<file path="src/imr_pkg.sv">
/*
  imr_pkg: constants, field positions, address map and register kinds for
  the receive link defect and far-end status register bank.
  Assumes an 11-bit byte address space and 8-bit register data.
*/
`default_nettype none

package imr_pkg;

  // ****************************************************************
  // sizes
  // ****************************************************************
  localparam int unsigned NUM_LINKS = 32;
  localparam int unsigned ADDR_W = 11;
  localparam int unsigned DATA_W = 8;

  // ****************************************************************
  // timing
  // ****************************************************************
  localparam int unsigned CLK_PERIOD_PS = 8000;
  // reference input counts as bad after this long with no transition
  localparam int unsigned REF_TIMEOUT_NS = 1000;
  localparam int unsigned REF_TIMEOUT_CYC = (REF_TIMEOUT_NS * 1000) / CLK_PERIOD_PS;
  localparam int unsigned REF_CNT_W = 8;
  localparam logic [7:0] REF_CNT_LIM = 8'(REF_TIMEOUT_CYC);

  // ****************************************************************
  // address map: groups of eight links at 0x400 + n*0x100
  // ****************************************************************
  localparam logic [10:0] DEFECT_BASE = 11'h490;
  localparam logic [10:0] FE_CFG_BASE = 11'h498;
  localparam logic [10:0] FE_STATE_BASE = 11'h4A0;
  localparam logic [10:0] GROUP_STRIDE = 11'h100;
  localparam logic [4:0] SLOT_DEFECT = DEFECT_BASE[7:3];
  localparam logic [4:0] SLOT_FE_CFG = FE_CFG_BASE[7:3];
  localparam logic [4:0] SLOT_FE_STATE = FE_STATE_BASE[7:3];
  localparam logic [10:0] IRQ_STATUS_ADDR = 11'h7F8;
  localparam logic [10:0] IRQ_MASK_ADDR = 11'h7F9;

  // ****************************************************************
  // defects register bit positions
  // ****************************************************************
  localparam int unsigned BIT_LIF_CHG = 7;
  localparam int unsigned BIT_LIF = 6;
  localparam int unsigned BIT_LODS_CHG = 5;
  localparam int unsigned BIT_LODS = 4;
  localparam int unsigned BIT_RDI_CHG = 3;
  localparam int unsigned BIT_RDI = 2;
  localparam int unsigned BIT_PHY = 1;
  localparam int unsigned BIT_REF_ERR = 0;

  // ****************************************************************
  // far-end field positions (lsb of each field)
  // ****************************************************************
  localparam int unsigned FL_LSB = 6;
  localparam int unsigned VER_LSB = 5;
  localparam int unsigned LID_LSB = 0;
  localparam int unsigned FE_TX_LSB = 5;
  localparam int unsigned FE_RX_LSB = 2;
  localparam int unsigned FE_DEF_LSB = 0;

  // ****************************************************************
  // interrupt status bit positions and reset values
  // ****************************************************************
  localparam int unsigned IRQ_LIF = 0;
  localparam int unsigned IRQ_LODS = 1;
  localparam int unsigned IRQ_RDI = 2;
  localparam int unsigned IRQ_REF = 3;
  localparam int unsigned IRQ_FE = 4;
  localparam int unsigned IRQ_W = 5;
  localparam logic [7:0] RST_REG = 8'h00;
  localparam logic [31:0] RST_LINKS = 32'h0000_0000;
  localparam logic [4:0] RST_IRQ = 5'h00;
  localparam logic [7:0] RST_REF_CNT = 8'h00;
  localparam logic RST_IRQ_PIN = 1'b0;

  // register kinds selected by an address
  typedef enum logic [2:0] {
    IMR_REG_NONE,
    IMR_REG_DEFECT,
    IMR_REG_FE_CFG,
    IMR_REG_FE_STATE,
    IMR_REG_IRQ_STAT,
    IMR_REG_IRQ_MASK
  } imr_reg_e;

endpackage : imr_pkg

`default_nettype wire
</file>
<file path="src/imr_link_status.sv">
/*
  imr_link_status: per-link receive defect, far-end configuration and
  far-end link status registers for 32 links, with interrupt status/mask.
  Assumes defect levels and control cell fields come from logic on
  i_sys_clk; the reference inputs are pins and are synchronised here.
  Assumes read and write strobes never come together; read data is
  valid only in the cycle after the read strobe and reads zero otherwise.
*/
`timescale 1ns/1ps
`default_nettype none

module imr_link_status (
  // clock and reset
  input wire logic i_sys_clk,
  input wire logic i_rst,
  // register port
  input wire logic [10:0] i_addr,
  input wire logic [7:0] i_wr_data,
  input wire logic i_wr,
  input wire logic i_rd,
  output logic [7:0] o_rd_data,
  // near-end defect levels, one bit per link
  input wire logic [31:0] i_lif_defect,
  input wire logic [31:0] i_lods_defect,
  input wire logic [31:0] i_rdi_defect,
  input wire logic [31:0] i_phy_defect,
  // receive reference pins, one per link
  input wire logic [31:0] i_rx_reference_input,
  // control cell fields, one-cycle valid
  input wire logic i_icp_valid,
  input wire logic [4:0] i_icp_link,
  input wire logic [1:0] i_icp_frame_len,
  input wire logic i_icp_version,
  input wire logic [4:0] i_icp_link_id,
  input wire logic [2:0] i_icp_fe_tx_state,
  input wire logic [2:0] i_icp_fe_rx_state,
  input wire logic [1:0] i_icp_fe_defect,
  // interrupt
  output logic o_irq
);

  // ****************************************************************
  // address decode
  // ****************************************************************
  // decode is purely combinational so a strobe acts on the edge it is seen

  // kind of register at an address; groups live at 0x400..0x7FF
  function automatic imr_pkg::imr_reg_e reg_kind(input logic [10:0] a);
    imr_pkg::imr_reg_e k;
    k = imr_pkg::IMR_REG_NONE;
    if (a == imr_pkg::IRQ_STATUS_ADDR) begin
      k = imr_pkg::IMR_REG_IRQ_STAT;
    end else if (a == imr_pkg::IRQ_MASK_ADDR) begin
      k = imr_pkg::IMR_REG_IRQ_MASK;
    end else if (a[10]) begin
      if (a[7:3] == imr_pkg::SLOT_DEFECT) begin
        k = imr_pkg::IMR_REG_DEFECT;
      end else if (a[7:3] == imr_pkg::SLOT_FE_CFG) begin
        k = imr_pkg::IMR_REG_FE_CFG;
      end else if (a[7:3] == imr_pkg::SLOT_FE_STATE) begin
        k = imr_pkg::IMR_REG_FE_STATE;
      end
    end
    return k;
  endfunction : reg_kind

  // link number: group from bits 9:8, link in group from bits 2:0
  function automatic logic [4:0] link_of(input logic [10:0] a);
    return {a[9:8], a[2:0]};
  endfunction : link_of

  imr_pkg::imr_reg_e acc_kind;
  logic [4:0] acc_link;
  logic [31:0] link_onehot;
  logic [31:0] defect_rd_sel;
  logic defect_wr;
  logic irq_stat_wr;
  logic irq_mask_wr;

  // one decoder serves both strobes; they never come together
  // a strobe to an unmapped address decodes to none and is ignored
  always_comb begin
    acc_kind = reg_kind(i_addr);
    acc_link = link_of(i_addr);
    link_onehot = 32'h0000_0001 << acc_link;
    defect_rd_sel = (i_rd && acc_kind == imr_pkg::IMR_REG_DEFECT) ? link_onehot : 32'h0000_0000;
    defect_wr = i_wr && acc_kind == imr_pkg::IMR_REG_DEFECT;
    irq_stat_wr = i_wr && acc_kind == imr_pkg::IMR_REG_IRQ_STAT;
    irq_mask_wr = i_wr && acc_kind == imr_pkg::IMR_REG_IRQ_MASK;
  end

  // ****************************************************************
  // near-end defect change tracking
  // ****************************************************************
  // live levels come from logic on this clock, so no synchroniser here

  logic [31:0] lif_prev;
  logic [31:0] lods_prev;
  logic [31:0] rdi_prev;
  logic [31:0] lif_chg;
  logic [31:0] lods_chg;
  logic [31:0] rdi_chg;
  logic [31:0] lif_edge;
  logic [31:0] lods_edge;
  logic [31:0] rdi_edge;

  // a change is any difference from last cycle's level
  always_comb begin
    lif_edge = i_lif_defect ^ lif_prev;
    lods_edge = i_lods_defect ^ lods_prev;
    rdi_edge = i_rdi_defect ^ rdi_prev;
  end

  // previous levels; a defect already active at release counts as a change
  // reset value is the idle level of the defect inputs
  always_ff @(posedge i_sys_clk or posedge i_rst) begin
    if (i_rst) begin
      lif_prev <= imr_pkg::RST_LINKS;
      lods_prev <= imr_pkg::RST_LINKS;
      rdi_prev <= imr_pkg::RST_LINKS;
    end else begin
      lif_prev <= i_lif_defect;
      lods_prev <= i_lods_defect;
      rdi_prev <= i_rdi_defect;
    end
  end

  // sticky change bits: read clears, a same-cycle change wins
  // so a change during the read itself is never lost
  always_ff @(posedge i_sys_clk or posedge i_rst) begin
    if (i_rst) begin
      lif_chg <= imr_pkg::RST_LINKS;
      lods_chg <= imr_pkg::RST_LINKS;
      rdi_chg <= imr_pkg::RST_LINKS;
    end else begin
      lif_chg <= (lif_chg & ~defect_rd_sel) | lif_edge;
      lods_chg <= (lods_chg & ~defect_rd_sel) | lods_edge;
      rdi_chg <= (rdi_chg & ~defect_rd_sel) | rdi_edge;
    end
  end

  // ****************************************************************
  // software-writable physical defect bit
  // ****************************************************************
  // only bit 1 of a write lands; the other defect bits stay read-only

  logic [31:0] phy_force;

  // write sets a forced defect that ors with the live physical defect
  // lets software exercise the defect path with no line fault
  always_ff @(posedge i_sys_clk or posedge i_rst) begin
    if (i_rst) begin
      phy_force <= imr_pkg::RST_LINKS;
    end else if (defect_wr) begin
      phy_force[acc_link] <= i_wr_data[imr_pkg::BIT_PHY];
    end
  end

  // ****************************************************************
  // reference input transition detector
  // ****************************************************************
  // judged on the synchronised copy, so pin to flag adds 2-3 cycles

  logic [31:0] ref_meta;
  logic [31:0] ref_sync;
  logic [31:0] ref_last;
  logic [31:0] ref_edge;
  logic [31:0] ref_bad;
  logic [31:0] ref_err;
  logic [7:0] ref_cnt [32];

  // two-flop synchroniser, then a third flop for edge detection
  // only ref_sync and ref_last feed logic; ref_meta may still be settling
  always_ff @(posedge i_sys_clk or posedge i_rst) begin
    if (i_rst) begin
      ref_meta <= imr_pkg::RST_LINKS;
      ref_sync <= imr_pkg::RST_LINKS;
      ref_last <= imr_pkg::RST_LINKS;
    end else begin
      ref_meta <= i_rx_reference_input;
      ref_sync <= ref_meta;
      ref_last <= ref_sync;
    end
  end

  // bad fires once when the idle count reaches its limit
  always_comb begin
    ref_edge = ref_sync ^ ref_last;
    for (int i = 0; i < 32; i++) begin
      ref_bad[i] = !ref_edge[i] && ref_cnt[i] == imr_pkg::REF_CNT_LIM - 8'h01;
    end
  end

  // idle counters saturate at the limit so a dead input flags only once
  // limitation: a pin toggling slower than the limit also counts as bad
  always_ff @(posedge i_sys_clk or posedge i_rst) begin
    if (i_rst) begin
      for (int i = 0; i < 32; i++) begin
        ref_cnt[i] <= imr_pkg::RST_REF_CNT;
      end
    end else begin
      for (int i = 0; i < 32; i++) begin
        if (ref_edge[i]) begin
          ref_cnt[i] <= 8'h00;
        end else if (ref_cnt[i] != imr_pkg::REF_CNT_LIM) begin
          ref_cnt[i] <= ref_cnt[i] + 8'h01;
        end
      end
    end
  end

  // error flag: set by detector, cleared by reading the defects register
  always_ff @(posedge i_sys_clk or posedge i_rst) begin
    if (i_rst) begin
      ref_err <= imr_pkg::RST_LINKS;
    end else begin
      ref_err <= (ref_err & ~defect_rd_sel) | ref_bad;
    end
  end

  // ****************************************************************
  // far-end registers from arriving control cells
  // ****************************************************************
  // cells are taken on the valid pulse; the link number picks the entry

  logic [7:0] fe_cfg [32];
  logic [7:0] fe_state [32];

  // whole register replaced on each valid cell for that link
  // a cell for one link never disturbs the others
  always_ff @(posedge i_sys_clk or posedge i_rst) begin
    if (i_rst) begin
      for (int i = 0; i < 32; i++) begin
        fe_cfg[i] <= imr_pkg::RST_REG;
        fe_state[i] <= imr_pkg::RST_REG;
      end
    end else if (i_icp_valid) begin
      fe_cfg[i_icp_link][imr_pkg::FL_LSB +: 2] <= i_icp_frame_len;
      fe_cfg[i_icp_link][imr_pkg::VER_LSB] <= i_icp_version;
      fe_cfg[i_icp_link][imr_pkg::LID_LSB +: 5] <= i_icp_link_id;
      fe_state[i_icp_link][imr_pkg::FE_TX_LSB +: 3] <= i_icp_fe_tx_state;
      fe_state[i_icp_link][imr_pkg::FE_RX_LSB +: 3] <= i_icp_fe_rx_state;
      fe_state[i_icp_link][imr_pkg::FE_DEF_LSB +: 2] <= i_icp_fe_defect;
    end
  end

  // ****************************************************************
  // interrupt status and mask
  // ****************************************************************
  // one summary bit per kind of event; software polls links for detail

  logic [4:0] irq_stat;
  logic [4:0] irq_mask;
  logic [4:0] irq_event;
  logic [4:0] irq_w1c;
  logic [4:0] next_irq_stat;
  logic [4:0] next_irq_mask;

  // events from any link; write-one-to-clear loses to a same-cycle event
  always_comb begin
    irq_event = '0;
    irq_event[imr_pkg::IRQ_LIF] = |lif_edge;
    irq_event[imr_pkg::IRQ_LODS] = |lods_edge;
    irq_event[imr_pkg::IRQ_RDI] = |rdi_edge;
    irq_event[imr_pkg::IRQ_REF] = |ref_bad;
    irq_event[imr_pkg::IRQ_FE] = i_icp_valid;
    irq_w1c = irq_stat_wr ? i_wr_data[4:0] : 5'h00;
    next_irq_stat = (irq_stat & ~irq_w1c) | irq_event;
    next_irq_mask = irq_mask_wr ? i_wr_data[4:0] : irq_mask;
  end

  // sticky status
  always_ff @(posedge i_sys_clk or posedge i_rst) begin
    if (i_rst) begin
      irq_stat <= imr_pkg::RST_IRQ;
    end else begin
      irq_stat <= next_irq_stat;
    end
  end

  // mask: a one lets the status bit through
  // a mask write reaches the pin at the same edge as the register
  always_ff @(posedge i_sys_clk or posedge i_rst) begin
    if (i_rst) begin
      irq_mask <= imr_pkg::RST_IRQ;
    end else begin
      irq_mask <= next_irq_mask;
    end
  end

  // built from next values so the pin follows status with no lag
  // still a flop, so decode glitches never reach the pin
  always_ff @(posedge i_sys_clk or posedge i_rst) begin
    if (i_rst) begin
      o_irq <= imr_pkg::RST_IRQ_PIN;
    end else begin
      o_irq <= |(next_irq_stat & next_irq_mask);
    end
  end

  // ****************************************************************
  // read data
  // ****************************************************************
  // reads have no side effect except clearing the change and error bits

  logic [7:0] next_rd_data;

  // live bits come straight from inputs, change bits from the sticky flops
  // live bits therefore show the level of the read strobe's cycle
  always_comb begin
    next_rd_data = 8'h00;
    case (acc_kind)
      imr_pkg::IMR_REG_DEFECT: begin
        next_rd_data[imr_pkg::BIT_LIF_CHG] = lif_chg[acc_link];
        next_rd_data[imr_pkg::BIT_LIF] = i_lif_defect[acc_link];
        next_rd_data[imr_pkg::BIT_LODS_CHG] = lods_chg[acc_link];
        next_rd_data[imr_pkg::BIT_LODS] = i_lods_defect[acc_link];
        next_rd_data[imr_pkg::BIT_RDI_CHG] = rdi_chg[acc_link];
        next_rd_data[imr_pkg::BIT_RDI] = i_rdi_defect[acc_link];
        next_rd_data[imr_pkg::BIT_PHY] = i_phy_defect[acc_link] | phy_force[acc_link];
        next_rd_data[imr_pkg::BIT_REF_ERR] = ref_err[acc_link];
      end
      imr_pkg::IMR_REG_FE_CFG: begin
        next_rd_data = fe_cfg[acc_link];
      end
      imr_pkg::IMR_REG_FE_STATE: begin
        next_rd_data = fe_state[acc_link];
      end
      imr_pkg::IMR_REG_IRQ_STAT: begin
        next_rd_data = {3'h0, irq_stat};
      end
      imr_pkg::IMR_REG_IRQ_MASK: begin
        next_rd_data = {3'h0, irq_mask};
      end
      default: begin
        next_rd_data = 8'h00; // unmapped reads as zero
      end
    endcase
  end

  // data valid only in the cycle after the read strobe, zero otherwise
  always_ff @(posedge i_sys_clk or posedge i_rst) begin
    if (i_rst) begin
      o_rd_data <= imr_pkg::RST_REG;
    end else if (i_rd) begin
      o_rd_data <= next_rd_data;
    end else begin
      o_rd_data <= imr_pkg::RST_REG;
    end
  end

endmodule : imr_link_status

`default_nettype wire

</file>
<file path="config.mk">
export PLATFORM = sky130hd
export DESIGN_NAME = imr_link_status
export DESIGN_NICKNAME = d
export VERILOG_FILES = /design/src/imr_pkg.sv /design/src/imr_link_status.sv
export SDC_FILE = /design/constraint.sdc
export NUM_CORES = 2
export LEC_CHECK = 0
export BUFFER_PORTS_ARGS = -buffer_cell sky130_fd_sc_hd__buf_2
export CORE_AREA = 10 10 318 320
export CTS_CLUSTER_DIAMETER = 120
export DETAILED_ROUTE_END_ITERATION = 6
export DIE_AREA = 0 0 328 330
export GPL_TIMING_DRIVEN = 1
export PLACE_DENSITY = 0.77
export SLEW_MARGIN = 20
export SYNTH_ARGS = -nofsm -noshare
export SYNTH_HDL_FRONTEND = slang
export SYNTH_SLANG_ARGS = --single-unit
</file>
<file path="constraint.sdc">
create_clock -name i_sys_clk -period 39.2 [get_ports i_sys_clk]
set_input_delay 0 -clock i_sys_clk [delete_from_list [all_inputs] [get_ports i_sys_clk]]
set_output_delay 0 -clock i_sys_clk [all_outputs]
set_load 0.01 [all_outputs]
</file>
==> metrics <==
Cell variety after synth 69; Residual DRC 2; Worst Setup Start Kind input port; initial antenna violation count 32; clk_skew 0.04154 ns; commonest non-fill, non-tap cells in the layout dfrtp_1 (1139), mux2_2 (549), nor2_1 (306); IO Port Bufs 210; Arr. time, crit path 4.57 ns; Async SR Flop Fraction 100.0%; CTS tree done; synthesized netlist net count 4308; ANT nets after route 0; failing checks DRC, hold timing; crit share post-route 9.842%; Reg2Reg Depth 6; hold_buf cts 210; post_cts resized 0; Critical Path Fanout Max 118; power density over the cells 47.19 mW/mm²; status finished, violations left; Post-Syn Area 0.05168 mm²; initial DRC count 3370; HPWL reported at the end of detailed placement 92240 µm; Die Span Y 330 µm; post-synth top area share 55.15%; Max Fclk 259.2 MHz; Pins Over Slew Limit 0; Global Route Usage Sum 25.95%; flops & latches, synth 1139; CP Class in2async; nets@finish 4727; number of flops mapped to enable cells by yosys 0; CTS sink cnt 1139; leading area contributor after synthesis dfrtp_1; filler cell count 6793; DP Area 0.05406 mm²; setup violators final 0; Final Power 0.002828 W; vias per cell 6.080; RSZ-0062 raised after global routing false; vias in the first global route 36090; total global routing overflow 0; Synth warnings 0; row count 113; global placement routability congestion 0.9032; Syn Inst Count 4007; hold depth 2; share of post-route cells with drive strength above 1 26.99%; Clk Latency, worst-skew pair 0.71 ns; root buffer cell clkbuf_16; clk buf depth 3; post-synthesis sequential area ratio 55.15%; setup tns final 0 ns; Peak supply drop 0.03456 mV; Leakage Power 26.30 nW; synthesis-to-layout area growth 15.97%; DR pass1 iterations 7; # Post-CTS Setup Buffers 0; Final Cell Area 0.05994 mm²; Hold Slack -0.006098 ns; via count 35233; Slew headroom 19.19%; core outline area 0.09459 mm²; commonest non-fill, non-tap cell in the layout dfrtp_1; post-layout min period 3.858 ns; critical path required time 39.91 ns; area of the die 0.1082 mm²; initial cell density of the core 54.64%; Least-Margin Pin Slew 1.208 ns; Crit. End Element asynchronous set/reset pin; synth top area cells dfrtp_1 (55%), mux2_2 (12%), mux4_2 (8.1%); worst hold path class in2reg; IO Count 214; Num CTS Buffers 112; Die X 328 µm; ys flop type dfrtp_1; pin count of the biggest net entering global routing 187; Non-Filler Instances 5795; Max Cap Viol 0; wire per inst 24.35 µm; first-pass GRT wire length 216800 µm; Placed Cells incl. Taps 5365; final hold vios 1; Mean Syn Cell Area 12.90 µm²; htree depth 3; WL final 141100 µm; clk slew on worst S/H paths 0.06 ns
[Yosys cell counts (all sizes together), types with 23 or more instances]
cell / instances
clkbuf: 101
dfrtp: 1139
mux2i: 28
a31oi: 24
inv: 76
a21oi: 99
and3: 37
o22ai: 23
buf: 71
ha: 96
nand3: 92
or3: 48
a21o: 54
mux4: 186
o21ai: 87
nand2: 288
nor2: 323
nand4: 117
xnor2: 114
xor2: 172
nor2b: 26
mux2: 549
nor3: 46
[power breakdown]
group          total (W)  internal [W]  switching (W)
combinational   0.000369      0.000194       0.000175
clock            0.00108      0.000623       0.000456
sequential       0.00138       0.00130      0.0000764
total            0.00283       0.00212       0.000707
[state kept, by name, summed over array words and instances (netlist names)]
signal and flops:
fe_cfg 256, fe_state 256, ref_cnt 256, lif_chg 32, lif_prev 32, lods_chg 32
lods_prev 32, phy_force 32, rdi_chg 32, rdi_prev 32, ref_err 32, ref_last 32
ref_meta 32, ref_sync 32, o_rd_data 8, irq_mask 5, irq_stat 5, o_irq 1
[layer usage]
metal / global-route usage, % / wire length [µm] / up-vias
li1: - / - / 15261
met1: 33.93 / 55790 / 17983
met2: 40.68 / 64690 / 1577
met3: 7.857 / 14600 / 390
met4: 9.806 / 5897 / 22
met5: 0 / 137 / -
[area by class of cell]
type	count	area, µm²	area share [%]
well taps	1265	1583	2.641
inverters	76	292.8	0.4885
flip-flops and latches	1139	28500	47.55
clock inverters	26	292.8	0.4885
multi-input cells	2620	22180	37.01
repair buffers	477	3649	6.087
diodes	24	60.06	0.1002
clock buffers	168	3376	5.632
[path summary, 6_finish.rpt]
path / startpoint / end / slack [ns]
setup / recovery: i_rst / fe_cfg[183]$_DFFE_PP0P_ / 35.34
hold / removal: i_lif_defect[25] / lif_prev[25]$_DFF_PP0_ / -0.006
setup reg to reg: ref_sync[30]$_DFF_PP0_ / o_irq$_DFF_PP0_ / 36.00
hold reg to reg: ref_meta[22]$_DFF_PP0_ / ref_sync[22]$_DFF_PP0_ / 0.34
max in group i_sys_clk: i_addr[0] / o_rd_data[5]$_DFF_PP0_ / 35.66
min in group asynchronous: i_rst / ref_sync[14]$_DFF_PP0_ / 0.01
[logic make-up (layout without fill, tap and decap cells)]
family	count (synthesis)	count (layout)	synth area share [%]
DFF	1139	1139	55.15
and+or+nand+nor	1111	1111	10.65
muxes	763	763	20.61
AOI/OAI and AO/OA	364	364	4.379
xor gates and xnor gates	286	286	4.847
buffers and inverters	248	747	2.041
adders and majority gates	96	96	2.324
other	0	24	0
[worst max-delay path, stage by stage]
cell and delay, ns:
dlygate4sd3_1 0.53, buf_2 0.15, inv_8 0.53, buf_4 0.79
buf_4 0.80, buf_4 0.49, buf_16 0.30, buf_4 0.70
[stage by stage]
| stage | util, % | worst slack (ns) |
|---|---|---|
| CTS | 63.25 | 35.00 |
| global route | 63.35 | 34.74 |
| floorplan | - | 7.123 |
| global placement | 57.15 | 34.82 |
| finish | 63.37 | 35.34 |
| detailed placement | 57.15 | 34.82 |
No activity file was read; power rests on OpenSTA's default activity.
